`src/design/smc_pkg.sv`:
```
// Purpose: constants and types shared by the standby mode controller
// Assumes: apb slave with 32-bit data, one aligned word per register
// Notes:   every offset, single-bit field position, watchdog reset value and the state encoding live here
package smc_pkg;

    // ==========================================================
    // register map (byte addresses)
    localparam logic [7:0] LPCR_OFF  = 8'h00; // low_power_control_reg
    localparam logic [7:0] WDCS_OFF  = 8'h04; // watchdog_control_status
    localparam logic [7:0] WDCNT_OFF = 8'h08; // watchdog_counter
    localparam logic [7:0] WDRST_OFF = 8'h0c; // watchdog_reset_control_status
    localparam logic [7:0] ICR_OFF   = 8'h10; // interrupt_control_reg
    localparam logic [7:0] STAT_OFF  = 8'h14; // controller state, read only

    // ==========================================================
    // field positions and reset values
    localparam int         ARM_BIT       = 7; // standby_arm
    localparam int         FLOAT_BIT     = 6; // port_float_select
    localparam logic [5:0] LPCR_LOW_READ = 6'h1f; // bit 5 reads 0, bits 4-0 read 1
    localparam int         WD_OVF_BIT    = 7; // watchdog_overflow_flag
    localparam int         WD_MODE_BIT   = 6; // watchdog_interval_mode
    localparam int         WD_RUN_BIT    = 5; // watchdog_run
    localparam logic [7:0] WD_KEEP_MASK  = 8'h1f; // bits kept on standby entry
    localparam logic [7:0] WDCS_RESET    = 8'h00;
    localparam logic [7:0] WDCNT_RESET   = 8'h00;
    localparam logic [7:0] WDRST_RESET   = 8'h00;
    localparam logic [7:0] WDCNT_TOP     = 8'hff; // overflow on the next tick
    localparam int         POL_BIT       = 0; // nmi_edge_polarity, 1 = rising

    // ==========================================================
    // controller states
    typedef enum logic [3:0] {
        ST_RUN    = 4'b0001,
        ST_SLEEP  = 4'b0010,
        ST_STBY   = 4'b0100,
        ST_SETTLE = 4'b1000
    } smc_state_e;

    // ==========================================================
    // carriers
    typedef struct packed {
        logic [7:0]  paddr;
        logic        pwrite;
        logic [31:0] pwdata;
        logic        psel;
        logic        penable;
    } smc_apb_req_s;

    typedef struct packed {
        logic [31:0] prdata;
        logic        pready;
        logic        pslverr;
    } smc_apb_rsp_s;

    typedef struct packed {
        logic cpu_halt;    // cpu stopped
        logic clk_stop;    // system clock stopped
        logic periph_halt; // on-chip peripherals halted
        logic wdt_clk_en;  // watchdog receives clock
        logic port_float;  // io ports high impedance
        logic port_hold;   // io ports hold prior state
        logic reg_hold;    // cpu registers and ram frozen
    } smc_ctl_s;

    typedef struct packed {
        logic dma;
        logic timer;
        logic adc;
        logic serial;
    } smc_init_s;

    typedef struct packed {
        logic nmi_exc; // begin nmi exception handling
        logic por_req; // enter power-on reset state
        logic man_req; // enter manual reset state
    } smc_evt_s;

    typedef struct packed {
        smc_state_e   state;
        logic         arm;
        logic         float_sel;
        logic         pol;
        logic [7:0]   wdcs;
        logic [7:0]   wdcnt;
        logic [7:0]   wdrst;
        logic [15:0]  presc;
        logic         nmi_prev;
        logic         rstn_prev;
        smc_apb_rsp_s rsp;
        smc_ctl_s     ctl;
        smc_init_s    init;
        smc_evt_s     evt;
    } smc_regs_s;

endpackage

```
`src/design/smc_top.sv`:
```
// Purpose: standby mode controller with watchdog-timed wake and reset exits
// Assumes: pins and sleep_exec synchronous to pclk; apb slave, one wait state
// Notes:   all state is one packed struct registered once
//
// Implementation choices: the register addresses and the APB interface to the registers.
module smc_top (
    input  wire logic                 pclk,
    input  wire logic                 presetn,
    input  wire smc_pkg::smc_apb_req_s apb_req,
    output smc_pkg::smc_apb_rsp_s      apb_rsp,
    input  wire logic                 sleep_exec,
    input  wire logic                 nmi_pin,
    input  wire logic                 reset_pin_n,
    output smc_pkg::smc_ctl_s          ctl,
    output smc_pkg::smc_init_s         init,
    output smc_pkg::smc_evt_s          evt
);

    // ==========================================================
    // state register and reset value
    localparam smc_pkg::smc_regs_s RST_VAL = '{
        state:     smc_pkg::ST_RUN,
        arm:       1'b0,
        float_sel: 1'b0,
        pol:       1'b0,
        wdcs:      smc_pkg::WDCS_RESET,
        wdcnt:     smc_pkg::WDCNT_RESET,
        wdrst:     smc_pkg::WDRST_RESET,
        presc:     16'h0000,
        nmi_prev:  1'b0,
        rstn_prev: 1'b1,
        rsp:       '0,
        ctl:       '0,
        init:      '0,
        evt:       '0
    };

    smc_pkg::smc_regs_s s_q;
    smc_pkg::smc_regs_s s_d;

    logic        nmi_edge;
    logic        rst_fall;
    logic        wdt_tick;
    logic        access;
    logic        commit;
    logic        mapped;
    logic [15:0] tick_mask;
    logic [31:0] rdata;

    // ==========================================================
    // pin edge detection and watchdog prescaler tick
    always_comb begin
        // selected edge; rising only when polarity bit is one
        nmi_edge  = s_q.pol ? (nmi_pin & ~s_q.nmi_prev) : (~nmi_pin & s_q.nmi_prev);
        rst_fall  = ~reset_pin_n & s_q.rstn_prev;
        tick_mask = 16'((16'h0002 << {s_q.wdcs[2:0], 1'b0}) - 16'h0001);
        wdt_tick  = (s_q.presc & tick_mask) == tick_mask;
    end

    // ==========================================================
    // apb decode and read mux
    always_comb begin
        access = apb_req.psel & apb_req.penable;
        commit = access & s_q.rsp.pready; // edge where master samples pready
        mapped = 1'b1;
        rdata  = 32'h0000_0000;
        case (apb_req.paddr)
            smc_pkg::LPCR_OFF:  rdata = {24'h000000, s_q.arm, s_q.float_sel,
                                         smc_pkg::LPCR_LOW_READ};
            smc_pkg::WDCS_OFF:  rdata = {24'h000000, s_q.wdcs};
            smc_pkg::WDCNT_OFF: rdata = {24'h000000, s_q.wdcnt};
            smc_pkg::WDRST_OFF: rdata = {24'h000000, s_q.wdrst};
            smc_pkg::ICR_OFF:   rdata = {31'h00000000, s_q.pol};
            smc_pkg::STAT_OFF:  rdata = {28'h0000000, s_q.state};
            default:            mapped = 1'b0;
        endcase
    end

    // ==========================================================
    // next state
    always_comb begin
        s_d           = s_q;
        s_d.evt       = '0;
        s_d.init      = '0;
        s_d.nmi_prev  = nmi_pin;
        s_d.rstn_prev = reset_pin_n;

        // bus answer one cycle into the access phase
        s_d.rsp.pready = access & ~s_q.rsp.pready;
        if (access & ~s_q.rsp.pready) begin
            s_d.rsp.prdata  = apb_req.pwrite ? 32'h0000_0000 : rdata;
            s_d.rsp.pslverr = ~mapped;
        end

        // register writes
        if (commit & apb_req.pwrite) begin
            case (apb_req.paddr)
                smc_pkg::LPCR_OFF: begin
                    if (!s_q.wdcs[smc_pkg::WD_RUN_BIT]) begin
                        s_d.arm       = apb_req.pwdata[smc_pkg::ARM_BIT];
                        s_d.float_sel = apb_req.pwdata[smc_pkg::FLOAT_BIT];
                    end
                end
                smc_pkg::WDCS_OFF: begin
                    // software can clear the overflow flag but never set it
                    s_d.wdcs = {s_q.wdcs[smc_pkg::WD_OVF_BIT] & apb_req.pwdata[7],
                                apb_req.pwdata[6:0]};
                end
                smc_pkg::WDCNT_OFF: s_d.wdcnt = apb_req.pwdata[7:0];
                smc_pkg::WDRST_OFF: s_d.wdrst = apb_req.pwdata[7:0];
                smc_pkg::ICR_OFF:   s_d.pol   = apb_req.pwdata[smc_pkg::POL_BIT];
                default: ;
            endcase
        end

        // prescaler runs whenever the watchdog is clocked
        s_d.presc = s_q.ctl.wdt_clk_en ? s_q.presc + 16'h0001 : 16'h0000;

        case (s_q.state)
            smc_pkg::ST_RUN: begin
                // free running watchdog; overflow set wins over a clear
                if (s_q.wdcs[smc_pkg::WD_RUN_BIT] && wdt_tick) begin
                    s_d.wdcnt = s_q.wdcnt + 8'h01;
                    if (s_q.wdcnt == smc_pkg::WDCNT_TOP) begin
                        s_d.wdcs[smc_pkg::WD_OVF_BIT] = 1'b1;
                    end
                end
                if (sleep_exec) begin
                    if (s_q.arm) begin
                        s_d.state = smc_pkg::ST_STBY;
                        s_d.wdcs  = s_d.wdcs & smc_pkg::WD_KEEP_MASK;
                        s_d.wdrst = smc_pkg::WDRST_RESET;
                        s_d.init  = '1;
                        // control register and other units untouched
                    end else begin
                        s_d.state = smc_pkg::ST_SLEEP;
                    end
                end
            end
            smc_pkg::ST_SLEEP: begin
                if (nmi_edge) begin
                    s_d.state       = smc_pkg::ST_RUN;
                    s_d.evt.nmi_exc = 1'b1;
                end
            end
            smc_pkg::ST_STBY: begin
                if (nmi_edge) begin
                    s_d.state = smc_pkg::ST_SETTLE;
                    s_d.presc = 16'h0000;
                end
            end
            smc_pkg::ST_SETTLE: begin
                // counter continues from its kept value until overflow
                if (wdt_tick) begin
                    s_d.wdcnt = s_q.wdcnt + 8'h01;
                    if (s_q.wdcnt == smc_pkg::WDCNT_TOP) begin
                        s_d.state       = smc_pkg::ST_RUN;
                        s_d.evt.nmi_exc = 1'b1;
                    end
                end
            end
            default: s_d.state = smc_pkg::ST_RUN;
        endcase

        // reset pin wins over every other exit
        if (rst_fall) begin
            s_d.state       = smc_pkg::ST_RUN;
            s_d.evt.nmi_exc = 1'b0;
            s_d.evt.por_req = nmi_pin;
            s_d.evt.man_req = ~nmi_pin;
        end

        // control outputs follow the next state
        s_d.ctl.cpu_halt    = s_d.state != smc_pkg::ST_RUN;
        s_d.ctl.clk_stop    = s_d.state inside {smc_pkg::ST_STBY, smc_pkg::ST_SETTLE};
        s_d.ctl.periph_halt = s_d.ctl.clk_stop;
        s_d.ctl.wdt_clk_en  = s_d.state != smc_pkg::ST_STBY;
        s_d.ctl.port_float  = s_d.ctl.clk_stop & s_d.float_sel;
        s_d.ctl.port_hold   = s_d.ctl.clk_stop & ~s_d.float_sel;
        s_d.ctl.reg_hold    = s_d.ctl.clk_stop;
    end

    // registers the whole state
    always_ff @(posedge pclk or negedge presetn) begin
        if (!presetn) begin
            s_q <= RST_VAL;
        end else begin
            s_q <= s_d;
        end
    end

    // ==========================================================
    // outputs straight from the state register
    assign apb_rsp = s_q.rsp;
    assign ctl     = s_q.ctl;
    assign init    = s_q.init;
    assign evt     = s_q.evt;

    // ==========================================================
    // checks
    arm_refused_a: assert property (@(posedge pclk) disable iff (!presetn)
        commit && apb_req.pwrite && apb_req.paddr == smc_pkg::LPCR_OFF
        && s_q.wdcs[smc_pkg::WD_RUN_BIT] |=> $stable(s_q.arm))
        else $error("standby arm changed while watchdog running");

    standby_halt_a: assert property (@(posedge pclk) disable iff (!presetn)
        s_q.state == smc_pkg::ST_STBY |-> ctl.cpu_halt && ctl.clk_stop
        && ctl.periph_halt && !ctl.wdt_clk_en)
        else $error("standby without full halt");

    hold_ram_a: assert property (@(posedge pclk) disable iff (!presetn)
        s_q.state == smc_pkg::ST_STBY |-> ctl.reg_hold)
        else $error("registers not held in standby");

    port_state_a: assert property (@(posedge pclk) disable iff (!presetn)
        s_q.state == smc_pkg::ST_STBY |-> ctl.port_float == s_q.float_sel
        && ctl.port_hold == !s_q.float_sel)
        else $error("port state disagrees with float select");

    entry_init_a: assert property (@(posedge pclk) disable iff (!presetn)
        s_q.state == smc_pkg::ST_RUN && sleep_exec && s_q.arm && !rst_fall
        |=> init == '1 ##1 init == '0)
        else $error("unit init pulse missing on entry");

    wdt_entry_a: assert property (@(posedge pclk) disable iff (!presetn)
        s_q.state == smc_pkg::ST_RUN && sleep_exec && s_q.arm && !rst_fall
        && !(commit && apb_req.pwrite)
        |=> s_q.wdcs[7:5] == 3'b000 && s_q.wdrst == 8'h00
        && s_q.wdcs[2:0] == $past(s_q.wdcs[2:0]) && $stable(s_q.arm))
        else $error("watchdog fields wrong after entry");

    settle_exit_a: assert property (@(posedge pclk) disable iff (!presetn)
        s_q.state == smc_pkg::ST_SETTLE && wdt_tick && !rst_fall
        && s_q.wdcnt == smc_pkg::WDCNT_TOP
        |=> s_q.state == smc_pkg::ST_RUN && evt.nmi_exc && !ctl.cpu_halt)
        else $error("no resume on watchdog overflow");

    settle_wait_a: assert property (@(posedge pclk) disable iff (!presetn)
        s_q.state == smc_pkg::ST_STBY && nmi_edge && !rst_fall
        |=> s_q.state == smc_pkg::ST_SETTLE && ctl.wdt_clk_en && ctl.clk_stop)
        else $error("nmi edge did not start watchdog settle");

    por_exit_a: assert property (@(posedge pclk) disable iff (!presetn)
        s_q.state == smc_pkg::ST_STBY && rst_fall && nmi_pin
        |=> evt.por_req && !evt.man_req && s_q.state == smc_pkg::ST_RUN)
        else $error("power-on reset exit missing");

    man_exit_a: assert property (@(posedge pclk) disable iff (!presetn)
        s_q.state == smc_pkg::ST_STBY && rst_fall && !nmi_pin
        |=> evt.man_req && !evt.por_req && s_q.state == smc_pkg::ST_RUN)
        else $error("manual reset exit missing");

    // sleep with the arm bit clear halts only the cpu and inits nothing
    sleep_entry_a: assert property (@(posedge pclk) disable iff (!presetn)
        s_q.state == smc_pkg::ST_RUN && sleep_exec && !s_q.arm && !rst_fall
        |=> s_q.state == smc_pkg::ST_SLEEP && init == '0 && ctl.cpu_halt
        && !ctl.clk_stop && ctl.wdt_clk_en)
        else $error("sleep entry wrong");

    // selected nmi edge ends sleep with an nmi exception
    sleep_wake_a: assert property (@(posedge pclk) disable iff (!presetn)
        s_q.state == smc_pkg::ST_SLEEP && nmi_edge && !rst_fall
        |=> s_q.state == smc_pkg::ST_RUN && evt.nmi_exc)
        else $error("sleep not ended by nmi edge");

    // float select is refused like the arm bit while the watchdog runs
    float_refused_a: assert property (@(posedge pclk) disable iff (!presetn)
        commit && apb_req.pwrite && apb_req.paddr == smc_pkg::LPCR_OFF
        && s_q.wdcs[smc_pkg::WD_RUN_BIT] |=> $stable(s_q.float_sel))
        else $error("float select changed while watchdog running");

    // no exit from standby without an nmi edge or a reset pin fall
    stby_stays_a: assert property (@(posedge pclk) disable iff (!presetn)
        s_q.state == smc_pkg::ST_STBY && !nmi_edge && !rst_fall
        |=> s_q.state == smc_pkg::ST_STBY)
        else $error("standby left without an exit event");

    // control register untouched by standby itself
    lpcr_kept_a: assert property (@(posedge pclk) disable iff (!presetn)
        s_q.state == smc_pkg::ST_STBY && !(commit && apb_req.pwrite)
        |=> $stable(s_q.arm) && $stable(s_q.float_sel))
        else $error("control register changed in standby");

    // watchdog counter and clock select frozen while the watchdog clock is stopped
    wdt_frozen_a: assert property (@(posedge pclk) disable iff (!presetn)
        s_q.state == smc_pkg::ST_STBY && !(commit && apb_req.pwrite)
        |=> $stable(s_q.wdcnt) && $stable(s_q.wdcs[2:0]))
        else $error("watchdog count or select lost in standby");

endmodule

```
`config.mk`:
```
export PLATFORM = sky130hd
export DESIGN_NAME = smc_top
export DESIGN_NICKNAME = d
export VERILOG_FILES = /design/src/design/smc_pkg.sv /design/src/design/smc_top.sv
export SDC_FILE = /design/constraint.sdc
export NUM_CORES = 1
export LEC_CHECK = 0
export BUFFER_PORTS_ARGS = -buffer_cell sky130_fd_sc_hd__buf_2
export CAP_MARGIN = 20
export CORE_MARGIN = 4
export CORE_UTILIZATION = 55
export DETAILED_ROUTE_END_ITERATION = 8
export GPL_ROUTABILITY_DRIVEN = 0
export HOLD_SLACK_MARGIN = 0.05
export PLACE_DENSITY = 0.82
export RECOVER_POWER = 50
export SETUP_SLACK_MARGIN = 0.05
export SKIP_CTS_REPAIR_TIMING = 1
export SLEW_MARGIN = 15
export SYNTH_ARGS = -nofsm -noshare
export SYNTH_HDL_FRONTEND = slang
export SYNTH_SLANG_ARGS = --single-unit
```
`constraint.sdc`:
```
create_clock -name pclk -period 5.4 [get_ports pclk]
set_clock_uncertainty 0.1 [all_clocks]
set_input_delay 0.81 -clock pclk [delete_from_list [all_inputs] [get_ports pclk]]
set_output_delay 0.81 -clock pclk [all_outputs]
set_load 0.02 [all_outputs]
```
=== Yosys cells after proc, flatten, opt, wreduce, memory -nomap -nowiden ===
Index checks and enable logic that the tools add are counted.

* Equality and inequality tests: 15
* Shift-type cells: 1
* Muxes and demuxes: 41
* Add/subtract/negate cells: 3
* Reductions and logical operators: 6
* Bitwise operators: 18

{| class="wikitable"
|+ Operators by type and width
! operator !! number
|-
| $mux W8 || 11
|-
| $mux W16 || 3
|-
| $pmux W8 S6 || 1
|-
| $mux W4 || 9
|-
| $mux W32 || 1
|-
| $mux W26 || 1
|-
| $add A16 B1 Y16 const B || 1
|-
| $and A16 B16 Y16 || 1
|-
| $eq A16 B16 Y1 || 1
|-
| $eq A8 B4 Y1 const B || 2
|-
| $eq A8 B5 Y1 const B || 2
|-
| $pmux W4 S4 || 1
|-
| $pmux W8 S2 || 1
|-
| $shl A2 B4 Y16 const A || 1
|-
| $sub A16 B1 Y16 const B || 1
|-
| $and A1 B1 Y1 || 10
|-
| $mux W1 || 10
|-
| $add A8 B1 Y8 const B || 1
|-
| $eq A4 B3 Y1 const B || 2
|-
| $eq A4 B4 Y1 const B || 2
|-
| $eq A8 B3 Y1 const B || 1
|-
| $eq A8 B8 Y1 const B || 1
|-
| $logic_not A8 Y1 || 1
|-
| $not A1 Y1 || 7
|-
| 11 further kinds || 12
|}

* Logic and storage cells: 109
* Flip-flop bits (word level): 95
* Output and inout bits: 48

=== Depth between registers and ports, before layout ===
Gate-level depths: netlist of run 1.

* Word-level depth: 10
* Depth in mapped cells: 11
* Mapped depth without buffers: 9

=== Least setup slack after synthesis of run 1 ===
Ideal clock, no wire load.

* Path type: register -> register
* From: register s_q[84] (netlist name)
* To: register s_q (netlist bit ctl[2])
* Path slack: 2.461 ns
* Cell stages (with the launch flop): 11
* Required time: 5.150 ns
* Library setup time: 0.150 ns
* Clock period less this slack: 2.939 ns
* Data arrival time: 2.689 ns
* Buffers on the path: 2
* Path through: dfrtp_1 clkbuf_1 or3_1 ha_1 nor2b_1 a32oi_1 o2111ai_1 nor4_1 and4_1 clkbuf_1 a2111oi_0

{| class="wikitable"
|+ RTL lines
! what !! RTL line !! RTL
|-
| from (decl) || smc_top.sv:38 || <nowiki>smc_pkg::smc_regs_s s_q;</nowiki>
|-
| from (signal assigned) || smc_top.sv:186 || <nowiki>s_q <= RST_VAL;</nowiki>
|-
| from (signal assigned) || smc_top.sv:188 || <nowiki>s_q <= s_d;</nowiki>
|}

==> results of run 1 <==
-- registers in the layout, indices dropped and copies added, names as in the netlist --
register,flops
apb_rsp,10
ctl,5
evt,3
init,1
s_q,48
-- power by group through the flow --
stage,logic [W],clock network (W),registers [W]
2_1_floorplan,0.000282,0,0.000612
5_1_grt,0.000348,0.000458,0.000646
3_5_place_dp,0.000308,0,0.000642
4_1_cts,0.000312,0.000430,0.000633
6_report,0.000312,0.000421,0.000637
3_3_place_gp,0.000297,0,0.000639
-- synthesized netlist by cell type (4+ instances only) --
cell type | number | area, sq um
o221ai_1 | 4 | 35.0
a21oi_1 | 10 | 50.1
a211oi_1 | 7 | 52.6
buf_4 | 48 | 360
and3_1 | 6 | 37.5
mux2i_1 | 18 | 180
xnor2_1 | 9 | 78.8
or2_2 | 6 | 37.5
nor2b_1 | 4 | 25.0
xor2_1 | 11 | 96.3
o21ai_0 | 16 | 80.1
buf_2 | 4 | 20.0
o211ai_1 | 4 | 30.0
or3_1 | 5 | 31.3
nand3_1 | 14 | 70.1
nor2_1 | 49 | 184
a31oi_1 | 5 | 31.3
nor3b_1 | 4 | 30.0
nand2_1 | 36 | 135
nand2b_1 | 6 | 37.5
inv_1 | 12 | 45.0
mux2_2 | 9 | 101
dfrtp_1 | 65 | 1630
clkbuf_1 | 14 | 52.6
-- cells by family after synthesis --
group	share of synthesized area [%]
xor+xnor	4.48
mux	7.19
buf+inv	12.2
compound gates	12.7
other cells	0.0958
fa+ha+maj	0.959
flops	42.9
simple gates	19.5
-- tightest hold or removal path, delay by kind of cell, from the launching register on --
family	cells	cell delay [ns]
simple gates	1	0.05
compound gates	1	0.06
flops	1	0.34
-- placed cells by master, fill, tap and decap left out, types with 3 or more instances in the layout --
cell type	instances
dfrtp_1	65
nor2_1	49
buf_2	39
nand2_1	36
conb_1	24
mux2i_1	18
o21ai_0	16
nand3_1	14
inv_1	12
xor2_1	11
a21oi_1	10
xnor2_1	9
mux2_2	9
clkbuf_8	9
clkbuf_1	8
a211oi_1	7
nand2b_1	6
and3_1	6
or2_2	6
or3_1	5
a31oi_1	5
nor3b_1	4
nor2b_1	4
o221ai_1	4
o211ai_1	4
o22ai_1	3
nor3_1	3
a221oi_1	3
ha_1	3
buf_4	3
-- per-stage QoR --
stage / hold slack, ns / setup WS, ns / util (%) / total power, W
after CTS: 0.384 / 2.03 / 60.4 / 0.00138
final: 0.378 / 1.99 / 60.3 / 0.00137
after detailed placement: 0.365 / 1.65 / 57.5 / 0.000950
after global placement: 0.362 / 1.72 / 57.5 / 0.000936
after global routing: 0.411 / 1.86 / 60.3 / 0.00145
after floorplan: 0.351 / 2.46 / - / 0.000894
-- cell type report --
class                   instances  area, sq um
clock inverters                 7         76.3
repair buffers                 50          248
multi-input cells             293         1850
fillers                       587         2730
clock buffers                   9          124
inverters                      12         45.0
well taps                      96          120
flip-flops and latches         67         1680
-- worst max path at each step --
stage | from | end | slack, ns | cells after the start
after floorplan | s_q[84] | ctl[2] | 2.46 | 10
after global placement | apb_req[36] | s_q[73] | 1.72 | 6
after detailed placement | apb_req[36] | s_q[72] | 1.65 | 6
after CTS | apb_req[36] | s_q[72] | 2.03 | 6
after global routing | apb_req[36] | s_q[69] | 1.86 | 6
final | apb_req[36] | s_q[72] | 1.99 | 6
-- layer usage --
layer | share of wire (%) | GRT usage [%]
met5 | 0 | 0
met4 | 3.5 | 10.1
met3 | 5.6 | 4.79
met2 | 48 | 33.2
met1 | 42 | 26.6
==> summary.md, run 1 <==
| Metric | Value |
|---|---|
| Run status | `finished clean` |
| Slowest stage delay, CP | `0.95 ns` |
| Average cell area after synthesis | `9.43 sq um` |
| Final Setup Violations | `0` |
| Worst Hold Class | `reg2reg` |
| Endpoints failing hold | `0` |
| Layout cells sized above 1 | `19.4%` |
| Die area | `8530 sq um` |
| Worst Tran Pin Value | `1.10 ns` |
| Headroom to the max-slew limit | `26.2%` |
| Placed cell areas | `3950 sq um` |
| Crit path DAT | `3.53 ns` |
| Slew Viols, Final | `0` |
| Clk slew on worst S/H paths | `0.08 ns` |
| Reg2reg start | `s_q[84]` |
| Ant diodes | `0` |
| Grt total ovfl | `0` |
| H-tree levels | `3` |
| Cells on worst reg2reg path | `9` |
| Main flop type after synthesis | `dfrtp_1` |
| Routed WL per cell | `15.5 um` |
| Net Sw Frac | `34.3%` |
| Worst path bufs/invs | `1` |
| Initial antenna violation count | `0` |
| Max VDD drop | `0.249 mV` |
| Setup total negative slack | `0 ns` |
| Delay-heaviest family, CP | `simple AND/OR/NAND/NOR gates` |
| Worst Min Path Start | `apb_rsp[0]` |
| Synthesized cell area | `3910 sq um` |
| Ports | `96` |
| Routed Antenna Nets | `0` |
| Tmin final | `3.41 ns` |
| Leak pwr | `1.89 nW` |
| Crit Path Class | `in2reg` |
| WHS Endpoint | `apb_rsp[0]` |
| Pin count of the biggest net entering global routing | `68` |
| Clock net sink count | `67` |
| Layout Cells excl Fill | `534` |
| Crit-path cells | `buf_2 -> or4_4 -> nor4b_2 -> nor2b_1 -> mux2i_1 -> nor2_1` |
| Total number of vias | `2999` |
| Comb power frac | `22.8%` |
| Clock share of power | `30.7%` |
| Sequential area share after synthesis | `42.9%` |
| First-pass GRT wire length | `14000 um` |
| Die Wd | `92.4 um` |
| CP startpoint kind | `input port` |
| CP Capture Type | `register` |
| Cell Int Power | `0.000901 W` |
| Root Driver | `clkbuf_8` |
| Initial Util | `57.0%` |
| Async set-reset flop share out of synthesis | `100%` |
| Slowest cell on crit path | `nor2b_1` |
| Num CTS Buffers | `9` |
| CP Max Fanout | `8` |
| FMAX | `0.293 GHz` |
| RSZ-0062 raised after global routing | `no` |
| Initial DRC Count | `163` |
| DIE HEIGHT | `92.4 um` |
| Switching power | `0.000469 W` |
| Placed cells | `518` |
| Finished Cell Area | `4140 sq um` |
| DR vias/cell | `5.62` |
| Final worst-path cycle share | `63.2%` |
| Vias in the first global route | `2886` |
| Max Cap Viol | `0` |
| Post-synth EDFFs | `0` |
| Post-route DRC | `0` |
| Synth cell types | `57` |
| Seq cells post-synth | `67` |
| Worst-Skew Late Latency | `0.35 ns` |
| WHS Path Cells | `2` |
| Flop-to-flop setup slack | `2.21 ns` |
| YS warnings | `0` |
| Fin nets | `484` |
| Critical Path RT | `5.52 ns` |
| CTS tree | `done` |
| First-pass DRT Iterations | `5` |
| Buffers on Ports | `47` |
| Post-Syn Instances | `415` |
| Core region area | `6870 sq um` |
| Detailed placer's ending HPWL | `5810 um` |
| Clock tree buffer depth | `2` |
| WL final | `8270 um` |
| Synth-to-Final Area Change | `5.82%` |
| # rows | `30` |
| Worst reg2reg path endpoint | `ctl[2]` |
| Power per cell area | `331 nW/um^2` |
| Gr usage total | `20.8%` |
| Part of the power in registers | `46.5%` |
No activity file was read; power rests on OpenSTA's default activity.
==> inputs of run 2 (changes only) <==
- CORE_UTILIZATION: 55 -> 49
- PLACE_DENSITY: 0.82 -> 0.77
- clock period: 5.4 -> 2.84 ns (I/O delays scaled with it)
==> summary.md, run 2 (synthesis gave the netlist of run 1 again) <==
| Metric | Value |
|---|---|
| Run status | `complete, but fails checks` |
| Violated checks | `max-capacitance violations, max-slew violations` |
| Power per cell area | `610 nW/um^2` |
| Ports | `96` |
| Worst path bufs/invs | `1` |
| Commonest non-fill, non-tap cell in the layout | `dfrtp_1` |
| Fin nets | `500` |
| Gr usage total | `19.0%` |
| CP startpoint kind | `register` |
| Routed Antenna Nets | `0` |
| Worst Hold Class | `in2reg` |
| Critical Path RT | `2.97 ns` |
| First-pass DRT Iterations | `5` |
| Delay-heaviest family, CP | `simple AND/OR/NAND/NOR gates` |
| Max Cap Viol | `1` |
| Total number of vias | `3047` |
| Clk slew on worst S/H paths | `0.07 ns` |
| Final Setup Violations | `0` |
| Final worst-path cycle share | `92.0%` |
| Part of the power in registers | `46.4%` |
| Largest reg by FF count | `s_q` |
| Buffers on Ports | `47` |
| Slowest stage delay, CP | `0.39 ns` |
| Num CTS Buffers | `9` |
| Layout cells sized above 1 | `22.0%` |
| Pwr Total | `0.00260 W` |
| # rows | `32` |
| Clock tree buffer depth | `2` |
| DR vias/cell | `5.48` |
| WL final | `8670 um` |
| Core region area | `7730 sq um` |
| Max VDD drop | `0.631 mV` |
| CTS tree | `done` |
| Root Driver | `clkbuf_8` |
| Multi-input logic area | `1860 sq um` |
| Pin count of the biggest net entering global routing | `68` |
| Crit path DAT | `2.74 ns` |
| Leak pwr | `1.98 nW` |
| Most frequent cells in the layout | `dfrtp_1 (65), nor2_1 (49), buf_2 (39)` |
| Synth-to-Final Area Change | `9.05%` |
| Worst-Skew Late Latency | `0.35 ns` |
| Clock net sink count | `67` |
| Routed WL per cell | `15.6 um` |
| Initial DRC Count | `193` |
| Ant diodes | `0` |
| Comb power frac | `23.8%` |
| H-tree levels | `3` |
| Setup total negative slack | `0 ns` |
| Slew Viols, Final | `68` |
| # fillers | `687` |
| Worst Tran Pin Value | `1.63 ns` |
| RSZ-0062 raised after global routing | `no` |
| Detailed placer's ending HPWL | `6340 um` |
| Post-route DRC | `0` |
| Largest register FFs | `48` |
| Initial antenna violation count | `0` |
| Net Sw Frac | `32.7%` |
| Register area | `1680 sq um` |
| CP Max Fanout | `7` |
| Cell Int Power | `0.00175 W` |
| Die Wd | `97.4 um` |
| Clock share of power | `29.8%` |
| Vias in the first global route | `2986` |
| Initial Util | `50.6%` |
| Slowest cell on crit path | `dfrtp_1` |
| First-pass GRT wire length | `14800 um` |
| Grt total ovfl | `0` |
| Crit-path cells | `or3_1 -> ha_1 -> nor2b_1 -> a32oi_1 -> o2111ai_1 -> nor4_2 -> buf_4 -> nand2_1 -> a211oi_1` |
| Tmin final | `2.61 ns` |
| Headroom to the max-slew limit | `-8.45%` |
| DIE HEIGHT | `97.4 um` |
| Endpoints failing hold | `0` |
| Die area | `9480 sq um` |
| CP Capture Type | `register` |
| Switching power | `0.000851 W` |
| Crit Path Class | `reg2reg` |
| FMAX | `0.383 GHz` |
-- run 2: layout make-up --
class,instances,share of cell area [%]
Clock buffer,13,3.49
Clock inverter,3,0.938
Inverter,12,1.06
Multi-Input combinational cell,293,43.6
Sequential cell,67,39.3
Tap cell,102,2.99
Timing Repair Buffer,66,8.62
-- run 2: layer usage --
layer  share of wire (%)  up-vias  track usage [%]
met4                 2.5        0             8.31
met5                   0        -                0
li1                    -     1451                -
met1                  43     1467             25.2
met2                  49      112             30.3
met3                 5.8       17             3.45
-- run 2: power groups by stage --
stage / sequential [W] / combinational, W / clock, W
after floorplan: 0.00116 / 0.000537 / 0
after global placement: 0.00121 / 0.000590 / 0
after detailed placement: 0.00122 / 0.000608 / 0
after CTS: 0.00120 / 0.000617 / 0.000798
after global routing: 0.00122 / 0.000689 / 0.000843
final: 0.00121 / 0.000621 / 0.000775
-- run 2: final timing paths --
| path | start | end | slack [ns] | cells past startpoint |
|---|---|---|---|---|
| max | s_q[84] | s_q[74] | 0.23 | 9 |
| min | reset_pin_n | s_q[48] | 0.09 | 1 |
| max reg2reg | s_q[84] | s_q[74] | 0.23 | 9 |
| min reg2reg | apb_rsp[5] | apb_rsp[5] | 0.38 | 2 |
| max in group asynchronous | presetn | apb_rsp[2] | 0.64 | 3 |
| min in group asynchronous | presetn | s_q[61] | 1.02 | 3 |
-- run 2: stage by stage --
step | setup WS (ns) | util, % | hold slack (ns) | instances | area [sq um]
floorplan | 0.101 | - | 0.0304 | 438 | 4010
global placement | 0.0795 | 52.6 | 0.363 | 536 | 4070
detailed placement | 0.0622 | 52.6 | 0.370 | 536 | 4070
CTS | 0.00359 | 55.1 | -0.00584 | 552 | 4260
global route | 0.0919 | 55.2 | 0.0745 | 556 | 4270
finish | 0.227 | 55.2 | 0.0911 | 556 | 4270
